File: config.mk
export PLATFORM = sky130hd
export DESIGN_NAME = clpe_exec
export DESIGN_NICKNAME = d
export VERILOG_FILES = /design/src/verilog/clpe_exec.v
export VERILOG_INCLUDE_DIRS = /design/src /design/src/verilog
export SDC_FILE = /design/constraint.sdc
export NUM_CORES = 1
export LEC_CHECK = 0
export ABC_AREA = 1
export BUFFER_PORTS_ARGS = -buffer_cell sky130_fd_sc_hd__buf_4
export CAP_MARGIN = 20
export CORE_MARGIN = 5
export CORE_UTILIZATION = 55
export CTS_BUF_LIST = sky130_fd_sc_hd__clkbuf_8
export DETAILED_ROUTE_END_ITERATION = 6
export HOLD_SLACK_MARGIN = 0.08
export PLACE_DENSITY = 0.77
export SYNTH_ARGS = -nofsm -noshare
export SYNTH_HDL_FRONTEND = slang
export SYNTH_SLANG_ARGS = --single-unit
export TNS_END_PERCENT = 5
File: constraint.sdc
create_clock -name clk -period 5.6 [get_ports clk]
set_input_delay 0.84 -clock clk [delete_from_list [all_inputs] [get_ports clk]]
set_output_delay 0.84 -clock clk [all_outputs]
set_load 0.03 [all_outputs]
File: src/verilog/clpe_map.vh
// Constants for the integer execute slice: opcodes, functions, hints, fetch classes, status reset value
// Assumes plain Verilog-2005 and inclusion by bare name
`ifndef CLPE_MAP_VH
`define CLPE_MAP_VH
`define CLPE_OP_SPECIAL      6'h00
`define CLPE_OP_IMM_OR       6'h0d
`define CLPE_OP_SYSCOP       6'h10
`define CLPE_OP_ADV_FETCH    6'h33
`define CLPE_OP_BYTE_STORE   6'h28
`define CLPE_FN_NOR          6'h27
`define CLPE_FN_OR           6'h25
`define CLPE_FN_UMUL         6'h19
`define CLPE_FN_MFTOP        6'h10
`define CLPE_FN_MFBOT        6'h12
`define CLPE_FN_RESTORE      6'h10
`define CLPE_HINT_LOAD       5'h00
`define CLPE_HINT_STORE      5'h01
`define CLPE_HINT_LD_STREAM  5'h04
`define CLPE_HINT_ST_STREAM  5'h05
`define CLPE_HINT_LD_RETAIN  5'h06
`define CLPE_HINT_ST_RETAIN  5'h07
`define CLPE_HINT_IGN_HIT    5'h1f
`define CLPE_CLASS_NORMAL    2'h0
`define CLPE_CLASS_STREAM    2'h1
`define CLPE_CLASS_RETAIN    2'h2
`define CLPE_CLASS_REFILL    2'h3
`define CLPE_STATUS_RESET    32'h0000_0000
`define CLPE_MUL_CYCLES      6'h20
`endif

File: src/verilog/clpe_exec.v
// Execute slice for unsigned multiply, NOR, OR, OR-immediate, advance fetch,
// exception restore and byte store.
// Assumes instructions arrive on clk, with register operands already read.
//
// Function
// - Unsigned multiply forms a 64-bit product into bottom and top product words
// - Product reads stall until a running multiply has written its result
// - Multiply never raises an overflow exception
// - Function 100111 writes NOR of both sources to the destination register
// - Register OR writes inclusive OR of both sources to the destination
// - Immediate OR zero-extends immediate, ORs with source a, writes field b
// - Advance fetch address is base plus sign-extended 16-bit offset
// - Advance fetch changes no visible state
// - Advance fetch suppresses addressing exceptions and then fetches nothing
// - Advance fetch never issues an operation to an uncached location
// - Advance fetch uses the access type of its effective address
// - Hint 0 fetches as for load, hint 1 as for store
// - With SHORT_HINTS 0, hints 4 and 5 fetch load/store as streamed, sparing retained data
// - With SHORT_HINTS 0, hints 6 and 7 fetch load/store as retained, not displaced by streamed
// - Short-table variant: hint 31 kernel only, invalidates and refills line
// - Reserved hints perform the default load-style fetch
// - Mapped fetch only proceeds when translation is already present
// - Exception restore shifts previous to current, old to previous; old kept
// - Exception restore raises reserved instruction where not implemented
// - Byte store writes low byte of source b at base plus sign-extended offset
//
// The placing of the registers and the strobed register port were decided locally.
`timescale 1ns/1ps
`include "clpe_map.vh"
module clpe_exec #(
    parameter HAS_RESTORE    = 1,
    parameter SHORT_HINTS    = 0,
    parameter MUL_CYCLES     = 32
) (
    // Clock and reset
    input  wire        clk,
    input  wire        srst,
    // Issued instruction and operands
    input  wire        instr_valid,
    input  wire [31:0] instr_word,
    input  wire [31:0] source_a_value,
    input  wire [31:0] source_b_value,
    input  wire        kernel_mode,
    // Translation answer for the effective address
    input  wire        xlat_mapped,
    input  wire        xlat_present,
    input  wire        xlat_uncached,
    input  wire        xlat_addr_error,
    // Stall to issue stage
    output wire        issue_stall,
    // General register write-back
    output reg         gr_we,
    output reg  [4:0]  gr_waddr,
    output reg  [31:0] gr_wdata,
    // Product words
    output reg  [31:0] product_bottom_word,
    output reg  [31:0] product_top_word,
    output wire        mul_busy,
    // Status word
    output reg  [31:0] status_word_reg,
    output reg         link_flag,
    // Exception report
    output reg         reserved_instr_exc,
    // Store port
    output reg         store_req,
    output reg  [31:0] store_addr,
    output reg  [31:0] store_data,
    output reg  [3:0]  store_byte_en,
    // Advance fetch port
    output reg         fetch_req,
    output reg  [31:0] fetch_addr,
    output reg         fetch_for_store,
    output reg  [1:0]  fetch_class,
    output reg         fetch_uncached
);
    wire [5:0]  opcode = instr_word[31:26];
    wire [4:0]  source_a_field = instr_word[25:21];
    wire [4:0]  source_b_field = instr_word[20:16];
    wire [4:0]  dest_field = instr_word[15:11];
    wire [5:0]  funct = instr_word[5:0];
    wire [15:0] imm = instr_word[15:0];
    wire [31:0] eff_addr = source_a_value + {{16{imm[15]}}, imm};

    wire is_special = opcode == `CLPE_OP_SPECIAL;
    wire is_nor     = is_special && funct == `CLPE_FN_NOR;
    wire is_or      = is_special && funct == `CLPE_FN_OR;
    wire is_umul    = is_special && funct == `CLPE_FN_UMUL;
    wire is_mftop   = is_special && funct == `CLPE_FN_MFTOP;
    wire is_mfbot   = is_special && funct == `CLPE_FN_MFBOT;
    wire is_ori     = opcode == `CLPE_OP_IMM_OR;
    wire is_fetch   = opcode == `CLPE_OP_ADV_FETCH;
    wire is_bstore  = opcode == `CLPE_OP_BYTE_STORE;
    wire is_restore = opcode == `CLPE_OP_SYSCOP && instr_word[25]
                      && funct == `CLPE_FN_RESTORE;

    // Iterative shift-add multiplier
    reg  [5:0]  mul_cnt_reg;
    reg  [31:0] mul_mcand_reg;
    reg  [63:0] mul_acc_reg;
    reg  [5:0]  mul_cnt_next;
    reg  [63:0] mul_acc_next;
    wire        mul_run = mul_cnt_reg != 6'h00;
    assign mul_busy = mul_run;

    // Product reads wait for a running multiply
    wire mf_wait = instr_valid && (is_mftop || is_mfbot) && mul_run;
    assign issue_stall = mf_wait;
    wire take = instr_valid && !mf_wait;

    // Hint decode
    reg       hint_ok;
    reg       hint_store;
    reg [1:0] hint_class;
    always @* begin
        hint_ok = 1'b1;
        hint_store = 1'b0;
        hint_class = `CLPE_CLASS_NORMAL;
        case (source_b_field)
            `CLPE_HINT_LOAD: hint_store = 1'b0;
            `CLPE_HINT_STORE: hint_store = 1'b1;
            `CLPE_HINT_LD_STREAM: begin
                if (SHORT_HINTS == 0)
                    hint_class = `CLPE_CLASS_STREAM;
            end
            `CLPE_HINT_ST_STREAM: begin
                if (SHORT_HINTS == 0) begin
                    hint_store = 1'b1;
                    hint_class = `CLPE_CLASS_STREAM;
                end
            end
            `CLPE_HINT_LD_RETAIN: begin
                if (SHORT_HINTS == 0)
                    hint_class = `CLPE_CLASS_RETAIN;
            end
            `CLPE_HINT_ST_RETAIN: begin
                if (SHORT_HINTS == 0) begin
                    hint_store = 1'b1;
                    hint_class = `CLPE_CLASS_RETAIN;
                end
            end
            `CLPE_HINT_IGN_HIT: begin
                if (SHORT_HINTS != 0) begin
                    hint_ok = kernel_mode;
                    hint_class = `CLPE_CLASS_REFILL;
                end
            end
            default: hint_store = 1'b0;
        endcase
    end

    // Fetch goes out only when safe; never traps, never writes state
    wire fetch_go = take && is_fetch && hint_ok
                    && !xlat_addr_error
                    && !xlat_uncached
                    && (!xlat_mapped || xlat_present);

    // One shift-add step; the 33-bit sum keeps the carry of the top word
    wire [32:0] add_sum = {1'b0, mul_acc_reg[63:32]} + {1'b0, mul_mcand_reg};
    wire [63:0] step_val = mul_acc_reg[0] ? {add_sum, mul_acc_reg[31:1]}
                                          : {1'b0, mul_acc_reg[63:1]};

    always @* begin
        mul_cnt_next = mul_cnt_reg;
        mul_acc_next = mul_acc_reg;
        if (take && is_umul) begin
            mul_cnt_next = MUL_CYCLES[5:0];
            mul_acc_next = {32'h0000_0000, source_b_value};
        end else if (mul_run) begin
            mul_cnt_next = mul_cnt_reg - 6'h01;
            mul_acc_next = step_val;
        end
    end

    always @(posedge clk) begin
        if (srst) begin
            mul_cnt_reg <= 6'h00;
            mul_mcand_reg <= 32'h0000_0000;
            mul_acc_reg <= 64'h0;
            product_bottom_word <= 32'h0000_0000;
            product_top_word <= 32'h0000_0000;
        end else begin
            mul_cnt_reg <= mul_cnt_next;
            if (take && is_umul) begin
                mul_mcand_reg <= source_a_value;
                mul_acc_reg <= mul_acc_next;
            end else if (mul_run) begin
                mul_acc_reg <= step_val;
            end
            // No overflow check anywhere in the multiply path
            if (mul_cnt_reg == 6'h01) begin
                product_bottom_word <= step_val[31:0];
                product_top_word <= step_val[63:32];
            end
        end
    end

    // Write-back, store, fetch and status updates
    reg        wb_en;
    reg [4:0]  wb_dst;
    reg [31:0] wb_val;
    always @* begin
        wb_en = 1'b0;
        wb_dst = dest_field;
        wb_val = 32'h0000_0000;
        if (take) begin
            if (is_nor) begin
                wb_en = 1'b1;
                wb_val = ~(source_a_value | source_b_value);
            end else if (is_or) begin
                wb_en = 1'b1;
                wb_val = source_a_value | source_b_value;
            end else if (is_ori) begin
                wb_en = 1'b1;
                wb_dst = source_b_field;
                wb_val = {16'h0000, imm} | source_a_value;
            end else if (is_mftop) begin
                wb_en = 1'b1;
                wb_val = product_top_word;
            end else if (is_mfbot) begin
                wb_en = 1'b1;
                wb_val = product_bottom_word;
            end
        end
    end

    always @(posedge clk) begin
        if (srst) begin
            gr_we <= 1'b0;
            gr_waddr <= 5'h00;
            gr_wdata <= 32'h0000_0000;
            status_word_reg <= `CLPE_STATUS_RESET;
            link_flag <= 1'b0;
            reserved_instr_exc <= 1'b0;
            store_req <= 1'b0;
            store_addr <= 32'h0000_0000;
            store_data <= 32'h0000_0000;
            store_byte_en <= 4'h0;
            fetch_req <= 1'b0;
            fetch_addr <= 32'h0000_0000;
            fetch_for_store <= 1'b0;
            fetch_class <= `CLPE_CLASS_NORMAL;
            fetch_uncached <= 1'b0;
        end else begin
            gr_we <= wb_en && (wb_dst != 5'h00);
            gr_waddr <= wb_dst;
            gr_wdata <= wb_val;
            reserved_instr_exc <= take && is_restore && (HAS_RESTORE == 0);
            if (take && is_restore && HAS_RESTORE != 0) begin
                status_word_reg <= {status_word_reg[31:4], status_word_reg[5:2]};
                link_flag <= 1'b0;
            end
            store_req <= take && is_bstore;
            if (take && is_bstore) begin
                store_addr <= eff_addr;
                store_data <= {4{source_b_value[7:0]}};
                case (eff_addr[1:0])
                    2'h0: store_byte_en <= 4'h1;
                    2'h1: store_byte_en <= 4'h2;
                    2'h2: store_byte_en <= 4'h4;
                    default: store_byte_en <= 4'h8;
                endcase
            end
            // Fetch only drives its own port, no visible state changes
            fetch_req <= fetch_go;
            if (fetch_go) begin
                fetch_addr <= eff_addr;
                fetch_for_store <= hint_store;
                fetch_class <= hint_class;
                fetch_uncached <= xlat_uncached;
            end
        end
    end
endmodule // clpe_exec

==> results.sh, run 1 <==
export IMPL_status="complete, no violations"
export IMPL_syn_to_final_growth_pct=18.6
export IMPL_coreArea_um2=30700
export IMPL_overflow=0
export IMPL_worst_setup_path_type="reg2out"
export IMPL_die_x_um=187
export IMPL_cp_top_family="buffers and inverters"
export IMPL_max_freq_ghz=0.283
export IMPL_synth_cell_types=41
export IMPL_synthCells=2670
export IMPL_p_int_uw=4300
export IMPL_clock_skew_ns=0.0248
export IMPL_cp_data_required_time_ns=4.76
export IMPL_routedWlPerCell_um=18.3
export IMPL_yosysSeqAreaShare_pct=33.3
export IMPL_worstHoldPathCells=2
export IMPL_first_iter_violations=1674
export IMPL_async_flop_share_pct=0
export IMPL_grt_met3_usage_pct=6.44
export IMPL_cp_max_fo=60
export IMPL_r2r_end="mul_mcand_reg[14]"
export IMPL_fp_dieArea_um2=34900
export IMPL_rr_worst_depth=13
export IMPL_setup_viol=0
export IMPL_p_leak_uw=0.0106
export IMPL_power_switching_uw=2990
export IMPL_min_to="fetch_class[1]"
export IMPL_num_vias=18200
export IMPL_largest_register_ffs=64
export IMPL_cp_slowest_cell="buf_4"
export IMPL_grtUsageMet2_pct=56.2
export IMPL_hpwl_mm=46.6
export IMPL_grt_max_degree=117
export IMPL_swShare_pct=41.0
export IMPL_cts_resized=0
export IMPL_path_buf_inv=4
export IMPL_cts_inserted_buffers=49
export IMPL_finalCritPeriodShare_pct=63.2
export IMPL_cts_tree="yes"
export IMPL_cts_root_buf="clkbuf_8"
export IMPL_setup_tns_ns=0
export IMPL_peakVddDrop_v=0.000276
export IMPL_yosysWarnings=0
export IMPL_postCtsHoldBufs=0
export IMPL_gp_congestion=1.00
export IMPL_vias_per_cell=5.45
export IMPL_hold_ws_ns=0.468
export IMPL_grt_pass1_wl_mm=94.8
export IMPL_synth_seq_cells=286
export IMPL_end_kind="output pin"
export IMPL_cp_slowest_stage_delay_ns=0.62
export IMPL_finalHoldViolCount=0
export IMPL_firstDrtPassIters=6
export IMPL_pwr_share_clk_pct=27.8
export IMPL_portBuffers=307
export IMPL_drt_wl_total_mm=61.2
export IMPL_cp_cell_sequence="inv_1, ha_1, nand3_2, buf_4, buf_4, buf_4"
export IMPL_drc=0
export IMPL_cap_viol_max_count=0
export IMPL_hp_class="reg2reg"
export IMPL_period_needed_ns=3.54
export IMPL_drtAntennaViolNets=0
export IMPL_crit_path_start_kind="flop"
export IMPL_rows=64
export IMPL_fin_nets=3097
export IMPL_clkLatencyLatePin_ns=0.59
export IMPL_clk_pin_slew_ns=0.06
export IMPL_clock_path_buffers=3
export IMPL_fillers=2826
export IMPL_die_y_um=187
export IMPL_drv_slew=0
export IMPL_grtUsageTotal_pct=33.4
export IMPL_hold_start="fetch_class[1]"
export IMPL_pwr_share_seq_pct=35.0
export IMPL_antenna_found_initial=2
export IMPL_drive_gt1_share_pct=14.7
export IMPL_synth_main_ff_cell="dfxtp_1"
export IMPL_busiest_layer="met2"
export IMPL_r2r_slack_ns=2.31
export IMPL_h_tree_depth=2
export IMPL_pwr_share_comb_pct=37.2
export IMPL_crit_top_cell="buf_4"
export IMPL_reg2reg_from="mul_cnt_reg[0]"
export IMPL_grt_pass1_vias=17400
export IMPL_relSlewSlack_pct=33.2
export IMPL_rsz0062_at_grt="no"
export IMPL_cts_setup_buffers=0
export IMPL_powerDensity_nw_per_um2=358
export IMPL_grtUsageMet1_pct=43.5
export IMPL_critPathArrivalTime_ns=2.70
export IMPL_syn_area_um2=17200
export IMPL_tightest_slew_ns=1.00
export IMPL_num_io_pins=348
export IMPL_cts_num_sinks=286
export IMPL_synth_avg_cell_area_um2=6.44
export IMPL_initial_core_util_pct=55.9
export IMPL_synth_edff_count=0
[power groups by stage]
stage	logic, µW	registers (µW)	clock network (µW)
floorplan	1560	2830	0
global placement	2610	2580	0
detailed placement	2660	2590	0
CTS	2670	2550	2050
global route	2960	2580	2150
finish	2710	2550	2030
[tightest hold or removal path, stage by stage (launching register included)]
cell and delay [ns]:
dfxtp_1 0.32, inv_1 0.05, a21oi_1 0.06
[metrics by stage]
| stage | cells | setup slack, ns | area (µm²) | power [µW] | utilization (%) |
|---|---|---|---|---|---|
| 2_1_floorplan | 2703 | 3.16 | 17300 | 4390 | - |
| 3_3_place_gp | 3253 | 2.11 | 19300 | 5190 | 62.8 |
| 3_5_place_dp | 3253 | 2.06 | 19300 | 5240 | 62.8 |
| 4_1_cts | 3340 | 2.10 | 20400 | 7260 | 66.2 |
| 5_1_grt | 3343 | 1.98 | 20400 | 7690 | 66.3 |
| 6_report | 3344 | 2.06 | 20400 | 7290 | 66.3 |
[cell usage after synthesis, types with 11 or more instances]
| master | instances | share of area [%] |
|---|---|---|
| clkbuf_1 | 64 | 1.4 |
| a211oi_1 | 12 | 0.52 |
| nand2_1 | 676 | 15 |
| o211ai_1 | 21 | 0.92 |
| o21a_1 | 30 | 1.3 |
| nor2_1 | 273 | 6.0 |
| nor3_1 | 26 | 0.76 |
| buf_4 | 59 | 2.6 |
| o22ai_1 | 16 | 0.58 |
| o21ai_0 | 202 | 5.9 |
| nand3_1 | 161 | 4.7 |
| buf_2 | 27 | 0.79 |
| dfxtp_1 | 286 | 33 |
| o221ai_1 | 11 | 0.56 |
| xor2_1 | 19 | 0.97 |
| inv_1 | 365 | 8.0 |
| ha_1 | 82 | 6.0 |
| a21oi_1 | 241 | 7.0 |
[routing by layer]
layer / share of wire [%] / wire [µm]
met4: 3.5 / 2120
met3: 9.1 / 5580
met1: 41 / 25100
met5: 0 / 0
met2: 46 / 28400
[area by class of cell]
class	count	area, µm²	share of cell area (%)
tap	396	495	2.43
multi-input combinational	1877	9270	45.4
clock buffer	69	950	4.65
sequential	286	5730	28.1
clock inverter	18	111	0.546
inverter	372	1400	6.86
antenna	3	7.51	0.0368
timing repair buffer	323	2440	12.0
[cells by family after synthesis]
family	after synthesis	synth area share (%)
xor+xnor	29	1.48
simple gates	1181	28.0
flops	286	33.3
fa+ha+maj	84	6.20
other cells	1	0.0218
compound gates	549	17.4
buf+inv	540	13.6
[how the worst max path moves through the flow]
stage                     slack (ns)  cells after the start      startpoint                 to
after floorplan                 3.16                     15   instr_word[0]     store_addr[20]
after global placement          2.11                     12  instr_word[29]    mul_acc_reg[63]
after detailed placement        2.06                     13  instr_word[27]  mul_mcand_reg[14]
after CTS                       2.10                      6  mul_cnt_reg[0]           mul_busy
after global routing            1.98                      6  mul_cnt_reg[0]           mul_busy
final                           2.06                      6  mul_cnt_reg[0]           mul_busy
[cells in the final DEF, fill, tap and decap left out, types with 6 or more instances in the layout]
cell type	count
inv_2	6
nand4_1	9
ha_1	82
nand3_1	160
o221ai_1	11
clkinv_2	8
conb_1	34
a21oi_1	241
nand2_1	676
xnor2_1	10
o22ai_1	16
o211ai_1	21
nor3_1	26
clkbuf_8	69
a211oi_1	12
buf_4	322
nor2_1	273
xor2_1	19
dfxtp_1	285
inv_1	372
nor2_2	6
o21a_1	30
o21ai_0	202
Note: power is estimated with default switching activity, not from simulation.
==> inputs of run 2 (changes only) <==
--- a/config.mk
+++ b/config.mk
@@ -6,15 +6,15 @@
 export SDC_FILE = /design/constraint.sdc
 export NUM_CORES = 1
 export LEC_CHECK = 0
-export ABC_AREA = 1
+export ABC_AREA = 0
 export BUFFER_PORTS_ARGS = -buffer_cell sky130_fd_sc_hd__buf_4
 export CAP_MARGIN = 20
 export CORE_MARGIN = 5
-export CORE_UTILIZATION = 55
+export CORE_UTILIZATION = 51
 export CTS_BUF_LIST = sky130_fd_sc_hd__clkbuf_8
 export DETAILED_ROUTE_END_ITERATION = 6
 export HOLD_SLACK_MARGIN = 0.08
-export PLACE_DENSITY = 0.77
+export PLACE_DENSITY = 0.76
 export SYNTH_ARGS = -nofsm -noshare
 export SYNTH_HDL_FRONTEND = slang
 export SYNTH_SLANG_ARGS = --single-unit
==> constraint.sdc (replaced) <==
create_clock -name clk -period 2.85 [get_ports clk]
set_input_delay 0.4275 -clock clk [delete_from_list [all_inputs] [get_ports clk]]
set_output_delay 0.4275 -clock clk [all_outputs]
set_load 0.03 [all_outputs]
==> run 2 against run 1 <==
Critical endpoint is now product_top_word[28]. Via count shrank 9.1%. Flip-flop and latch count is the same. Worst setup slack lost 2.0 ns. Worst hold slack lost 0.34 ns. Cell area shrank 0.83%.
==> results.sh, run 2 <==
export IMPL_synth_top_family_by_area="compound AO/OA/AOI/OAI gates"
export IMPL_synth_cell_types=69
export IMPL_final_common_cell="buf_4"
export IMPL_fin_nets=2572
export IMPL_worst_setup_path_type="reg2reg"
export IMPL_rows=64
export IMPL_clkLatencyLatePin_ns=0.57
export IMPL_cts_tree="yes"
export IMPL_stdcell_count=2822
export IMPL_finalHoldViolCount=0
export IMPL_synth_seq_cells=286
export IMPL_initial_core_util_pct=51.6
export IMPL_synth_fa_ha_area_share_pct=6.76
export IMPL_synth_common_cells="336 x nand2_1, 286 x dfxtp_1, 209 x a21oi_1, 172 x nor2_1, 109 x clkbuf_1"
export IMPL_drive_gt1_share_pct=23.9
export IMPL_yosys_top_cells_area="dfxtp_1 36%, nand2_1 8.0%, a21oi_1 6.6%"
export IMPL_drc=0
export IMPL_hpwl_mm=42.5
export IMPL_place_inst=2730
export IMPL_power_switching_uw=4930
export IMPL_portBuffers=307
export IMPL_drv_slew=0
export IMPL_cp_data_required_time_ns=3.30
export IMPL_num_io_pins=348
export IMPL_cts_root_buf="clkbuf_8"
export IMPL_rr_worst_depth=9
export IMPL_cts_inserted_buffers=47
export IMPL_async_flop_share_pct=0
export IMPL_min_to="mul_acc_reg[13]"
export IMPL_status="complete, no violations"
export IMPL_synthCells=2022
export IMPL_syn_area_um2=15800
export IMPL_die_y_um=186
export IMPL_synth_top_area_share_pct=36.3
export IMPL_r2r_slack_ns=0.1
export IMPL_pwr_share_clk_pct=28.9
export IMPL_grt_pass1_vias=15600
export IMPL_yosys_area_share_simple_pct=21.3
export IMPL_peakVddDrop_v=0.000465
export IMPL_synth_edff_count=0
export IMPL_h_tree_depth=2
export IMPL_hold_ws_ns=0.124
export IMPL_pwr_share_comb_pct=33.9
export IMPL_grt_max_degree=83
export IMPL_p_leak_uw=0.00877
export IMPL_cp_max_fo=3
export IMPL_largest_register_ffs=64
export IMPL_synth_avg_cell_area_um2=7.80
export IMPL_hp_class="in2reg"
export IMPL_vias_per_cell=5.87
export IMPL_num_vias=16600
export IMPL_grtUsageTotal_pct=31.0
export IMPL_synth_most_common_cell="nand2_1"
export IMPL_routedWlPerCell_um=19.9
export IMPL_r2r_end="product_top_word[28]"
export IMPL_worst_slack_ns=0.0985
export IMPL_yosysSeqAreaShare_pct=36.3
export IMPL_yosysWarnings=0
export IMPL_overflow=0
export IMPL_synth_area_mux_share_pct=2.01
export IMPL_max_freq_ghz=0.363
export IMPL_cp_slowest_stage_delay_ns=0.39
export IMPL_place_ws_ns=-0.116
export IMPL_worstHoldPathCells=3
export IMPL_end_kind="flop"
export IMPL_tightest_slew_ns=0.912
export IMPL_critPathArrivalTime_ns=3.20
export IMPL_period_needed_ns=2.75
export IMPL_die_x_um=186
export IMPL_synth_compound_area_share_pct=23.2
export IMPL_crit_path_start_kind="flop"
export IMPL_firstDrtPassIters=5
export IMPL_synth_main_ff_cell="dfxtp_1"
export IMPL_finalCritPeriodShare_pct=96.5
export IMPL_cp_slowest_cell="a2111oi_4"
export IMPL_yosysTopAreaCell="dfxtp_1"
export IMPL_swShare_pct=37.9
export IMPL_cp_cell_sequence="ha_1, and4_1, and2_1, nor4_4, a211oi_2, a2111oi_4, o21ai_1, mux2i_1, o31a_1"
export IMPL_clk_pin_slew_ns=0.07
export IMPL_cts_num_sinks=286
export IMPL_syn_to_final_growth_pct=28.2
export IMPL_drtAntennaViolNets=0
export IMPL_total_power_uw=13000
export IMPL_coreArea_um2=30600
export IMPL_pwr_share_seq_pct=37.2
export IMPL_reg2reg_from="mul_mcand_reg[8]"
export IMPL_cap_viol_max_count=0
export IMPL_clock_skew_ns=0.0236
export IMPL_antenna_found_initial=9
export IMPL_gp_congestion=0.962
export IMPL_clock_path_buffers=3
export IMPL_first_iter_violations=1315
export IMPL_p_int_uw=8070
export IMPL_relSlewSlack_pct=39.2
export IMPL_grt_pass1_wl_mm=85.5
export IMPL_rsz0062_at_grt="yes"
export IMPL_mostFrequentLayoutCells="452 x buf_4, 336 x nand2_1, 285 x dfxtp_1"
export IMPL_hold_start="source_b_value[13]"
export IMPL_synthXorXnorAreaFrac_pct=3.05
export IMPL_fp_dieArea_um2=34600
export IMPL_powerDensity_nw_per_um2=643
export IMPL_setup_viol=0
export IMPL_drt_wl_total_mm=56.1
run 2: cell types whose count changed after synthesis, sizes merged, moves of 32 or more:
| cell | delta |
|---|---|
| a21oi | -32 |
| a221oi | +34 |
| clkbuf | +43 |
| inv | -314 |
| nand2 | -347 |
| nand3 | -97 |
| nor2 | -107 |
| o21ai | -112 |
| xnor2 | +35 |
run 2: layer usage:
| layer | global-route usage (%) | wire length, µm | up-vias |
|---|---|---|---|
| li1 | - | - | 7793 |
| met1 | 37.3 | 21800 | 7826 |
| met2 | 53.1 | 26600 | 765 |
| met3 | 5.77 | 4750 | 177 |
| met4 | 15.5 | 3000 | 6 |
| met5 | 0 | 45 | - |
run 2: final cells by class:
type | count | area, µm²
well taps | 396 | 495
flip-flops and latches | 286 | 5730
repair buffers | 469 | 3720
fillers | 2659 | 10400
clock inverters | 27 | 175
clock buffers | 58 | 798
multi-input cells | 1522 | 9080
diodes | 6 | 15.0
inverters | 58 | 218
run 2: logic make-up after synthesis:
logic type	count (synthesis)
other cells	1
buf+inv	247
simple gates	747
xor+xnor	55
compound gates	571
flops	286
mux	31
fa+ha+maj	84
run 2: worst max path at each step:
stage	start	depth (start not counted)	slack [ns]	endpoint
finish	mul_mcand_reg[8]	9	0.1	product_top_word[28]
CTS	mul_mcand_reg[0]	10	0.001	product_top_word[25]
detailed placement	source_a_value[4]	11	-0.12	fetch_addr[23]
floorplan	instr_word[1]	12	0.04	fetch_addr[23]
global placement	source_a_value[4]	11	-0.12	fetch_addr[23]
global route	mul_mcand_reg[8]	9	-0.02	product_top_word[28]
run 2: through the flow:
stage / setup TNS [ns] / area, µm² / util, %
floorplan: 0 / 15900 / -
global placement: -0.222 / 19200 / 62.7
detailed placement: -0.351 / 19200 / 62.7
CTS: 0 / 20200 / 65.9
global route: -0.0517 / 20200 / 66.1
finish: 0 / 20200 / 66.1
run 2: power by group through the flow:
stage          combinational [µW]  sequential (µW)  clock [µW]
6_report                     4410             4840        3760
5_1_grt                      4800             4880        4000
4_1_cts                      4340             4820        3800
3_5_place_dp                 4290             4900           0
3_3_place_gp                 4210             4890           0
2_1_floorplan                2520             5090           0
run 2: repair_timing:
action,CTS,global route
endpoints found under the setup margin,2,41
hold buffers,0,0
buffers inserted,0,1
hold endpoints to repair,0,0
pin swaps,0,2
resized for setup,2,10
run 2: worst max-delay path: cells and delay by family (launching register included):
| family | cells | cell delay [ns] |
|---|---|---|
| AOI/OAI and AO/OA | 4 | 1.07 |
| DFF | 1 | 0.34 |
| muxes | 1 | 0.18 |
| adders and majority gates | 1 | 0.31 |
| and+or+nand+nor | 3 | 0.71 |
==> inputs of run 3 (changes only) <==
--- a/config.mk
+++ b/config.mk
@@ -9,12 +9,15 @@
 export ABC_AREA = 0
 export BUFFER_PORTS_ARGS = -buffer_cell sky130_fd_sc_hd__buf_4
 export CAP_MARGIN = 20
+export CELL_PAD_IN_SITES_DETAIL_PLACEMENT = 0
+export CELL_PAD_IN_SITES_GLOBAL_PLACEMENT = 1
 export CORE_MARGIN = 5
-export CORE_UTILIZATION = 51
+export CORE_UTILIZATION = 37
 export CTS_BUF_LIST = sky130_fd_sc_hd__clkbuf_8
 export DETAILED_ROUTE_END_ITERATION = 6
 export HOLD_SLACK_MARGIN = 0.08
 export PLACE_DENSITY = 0.76
+export RECOVER_POWER = 100
 export SYNTH_ARGS = -nofsm -noshare
 export SYNTH_HDL_FRONTEND = slang
 export SYNTH_SLANG_ARGS = --single-unit
==> run 3 against run 2 <==
Fmax rose by 0.13%. Final cell count up 7.7%. Largest cell class unchanged. Cell area rose by 0.12%. Die area up 36%. Via count shrank 1.2%.
==> results.sh, run 3 (synthesized netlist as in run 2, its figures left out) <==
export IMPL_drc=0
export IMPL_antenna_found_initial=5
export IMPL_initial_core_util_pct=37.5
export IMPL_firstDrtPassIters=5
export IMPL_finalHoldViolCount=0
export IMPL_grt_pass1_wl_mm=91.2
export IMPL_endpoint="mul_busy"
export IMPL_fin_util_pct=48.2
export IMPL_hold_ws_ns=0.126
export IMPL_die_x_um=216
export IMPL_fp_dieArea_um2=46900
export IMPL_crit_start="mul_cnt_reg[5]"
export IMPL_crit_path_start_kind="flop"
export IMPL_hpwl_mm=45.9
export IMPL_cp_slowest_cell="nor4_2"
export IMPL_coreArea_um2=42000
export IMPL_powerDensity_nw_per_um2=659
export IMPL_routedWlPerCell_um=20.1
export IMPL_fillers=4387
export IMPL_num_vias=16400
export IMPL_seq_area_um2=5730
export IMPL_first_iter_violations=1032
export IMPL_cp_data_required_time_ns=2.42
export IMPL_drt_wl_total_mm=61.2
export IMPL_multi_input_area_um2=9070
export IMPL_cts_root_buf="clkbuf_8"
export IMPL_p_leak_uw=0.00817
export IMPL_drv_slew=0
export IMPL_drive_gt1_share_pct=15.7
export IMPL_finalCritPeriodShare_pct=96.4
export IMPL_hp_class="in2reg"
export IMPL_rr_worst_depth=9
export IMPL_syn_to_final_growth_pct=28.4
export IMPL_cts_tree="yes"
export IMPL_largest_register_ffs=64
export IMPL_peakVddDrop_v=0.000376
export IMPL_cp_cell_sequence="nor4_2, and2_4, buf_12, inv_2, buf_12, buf_4"
export IMPL_r2r_slack_ns=0.11
export IMPL_tightest_slew_ns=1.28
export IMPL_mostFrequentLayoutCells="337 x nand2_1, 285 x dfxtp_1, 250 x buf_4"
export IMPL_h_tree_depth=2
export IMPL_portBuffers=307
export IMPL_final_common_cell="nand2_1"
export IMPL_critPathArrivalTime_ns=2.32
export IMPL_crit_top_cell="buf_12"
export IMPL_rsz0062_at_grt="yes"
export IMPL_period_needed_ns=2.75
export IMPL_grtUsageTotal_pct=24.5
export IMPL_grt_max_degree=133
export IMPL_drtAntennaViolNets=0
export IMPL_relSlewSlack_pct=15.0
export IMPL_clock_path_buffers=3
export IMPL_cts_num_sinks=286
export IMPL_clk_pin_slew_ns=0.06
export IMPL_cts_inserted_buffers=51
export IMPL_max_freq_ghz=0.364
export IMPL_end_kind="output pin"
export IMPL_overflow=0
export IMPL_die_y_um=216
export IMPL_clock_skew_ns=0.0251
export IMPL_reg2reg_from="mul_mcand_reg[16]"
export IMPL_cap_viol_max_count=0
export IMPL_rows=75
export IMPL_worst_setup_path_type="reg2out"
export IMPL_status="complete, no violations"
export IMPL_clkLatencyLatePin_ns=0.63
export IMPL_num_io_pins=348
export IMPL_setup_viol=0
export IMPL_grt_pass1_vias=15500
export IMPL_fin_nets=2642
export IMPL_r2r_end="product_top_word[30]"
export IMPL_gp_congestion=0.896
export IMPL_cp_slowest_stage_delay_ns=0.36
export IMPL_vias_per_cell=5.38
export IMPL_cp_max_fo=56
run 3: changes by cell type in the layout (fill, tap and decap cells not counted), sizes merged:
| cell | previous run | this run |
|---|---|---|
| clkbuf | 58 | 291 |
| buf | 469 | 266 |
| dlygate4sd3 | 0 | 44 |
| clkinvlp | 0 | 2 |
| diode | 6 | 4 |
| bufinv | 2 | 1 |
| clkinv | 9 | 10 |
run 3: layer usage:
metal | vias up | share of wire (%) | track usage [%]
li1 | 7964 | - | -
met1 | 7735 | 42 | 30.6
met2 | 548 | 48 | 43.1
met3 | 114 | 6.1 | 4.02
met4 | 4 | 3.4 | 8.63
met5 | - | 0.026 | 0
run 3: repair_timing:
item | CTS | global route
pin swaps | 1 | 3
hold endpoints to repair | 51 | 0
hold buffers | 44 | 0
gates cloned | 0 | 1
gates resized for setup | 6 | 10
endpoints found under the setup margin | 8 | 19
buffers inserted | 0 | 1
run 3: report_power, final:
group | switching, µW | internal, µW | total, µW
Clock | 1830 | 2170 | 4000
Combinational | 2900 | 1620 | 4520
Sequential | 405 | 4420 | 4830
Total | 5140 | 8220 | 13400
run 3: metrics by stage:
stage	setup WS, ns	TNS, ns	power (µW)	std cells	cell area (µm²)
2_1_floorplan	0.0436	0	7620	2055	15900
4_1_cts	-0.00271	-0.00271	13500	3033	21100
3_3_place_gp	-0.136	-0.317	9280	2894	19500
6_report	0.102	0	13400	3039	20300
5_1_grt	-0.0385	-0.0525	14100	3038	20300
3_5_place_dp	-0.149	-0.687	9330	2894	19500
run 3: worst max-delay path: cells and delay by family, from the launching register on:
kind / cells / cell delay [ns]
simple gates: 2 / 0.62
flops: 1 / 0.33
buf+inv: 4 / 0.67
run 3: worst min-delay path by stage:
stage | startpoint | end | cells past startpoint
after floorplan | mul_mcand_reg[0] | mul_mcand_reg[0] | 2
after global placement | fetch_class[1] | fetch_class[1] | 2
after detailed placement | store_addr[29] | store_addr[29] | 2
after CTS | source_a_value[22] | mul_mcand_reg[22] | 3
after global routing | instr_word[18] | fetch_class[1] | 3
final | source_a_value[22] | mul_mcand_reg[22] | 3
run 3: layout make-up:
type / count / area share, %
multi-input combinational: 1522 / 44.8
sequential: 286 / 28.3
timing repair buffer: 535 / 17.2
clock buffer: 66 / 4.48
tap: 539 / 3.33
inverter: 58 / 1.07
clock inverter: 29 / 0.791
antenna: 4 / 0.0494
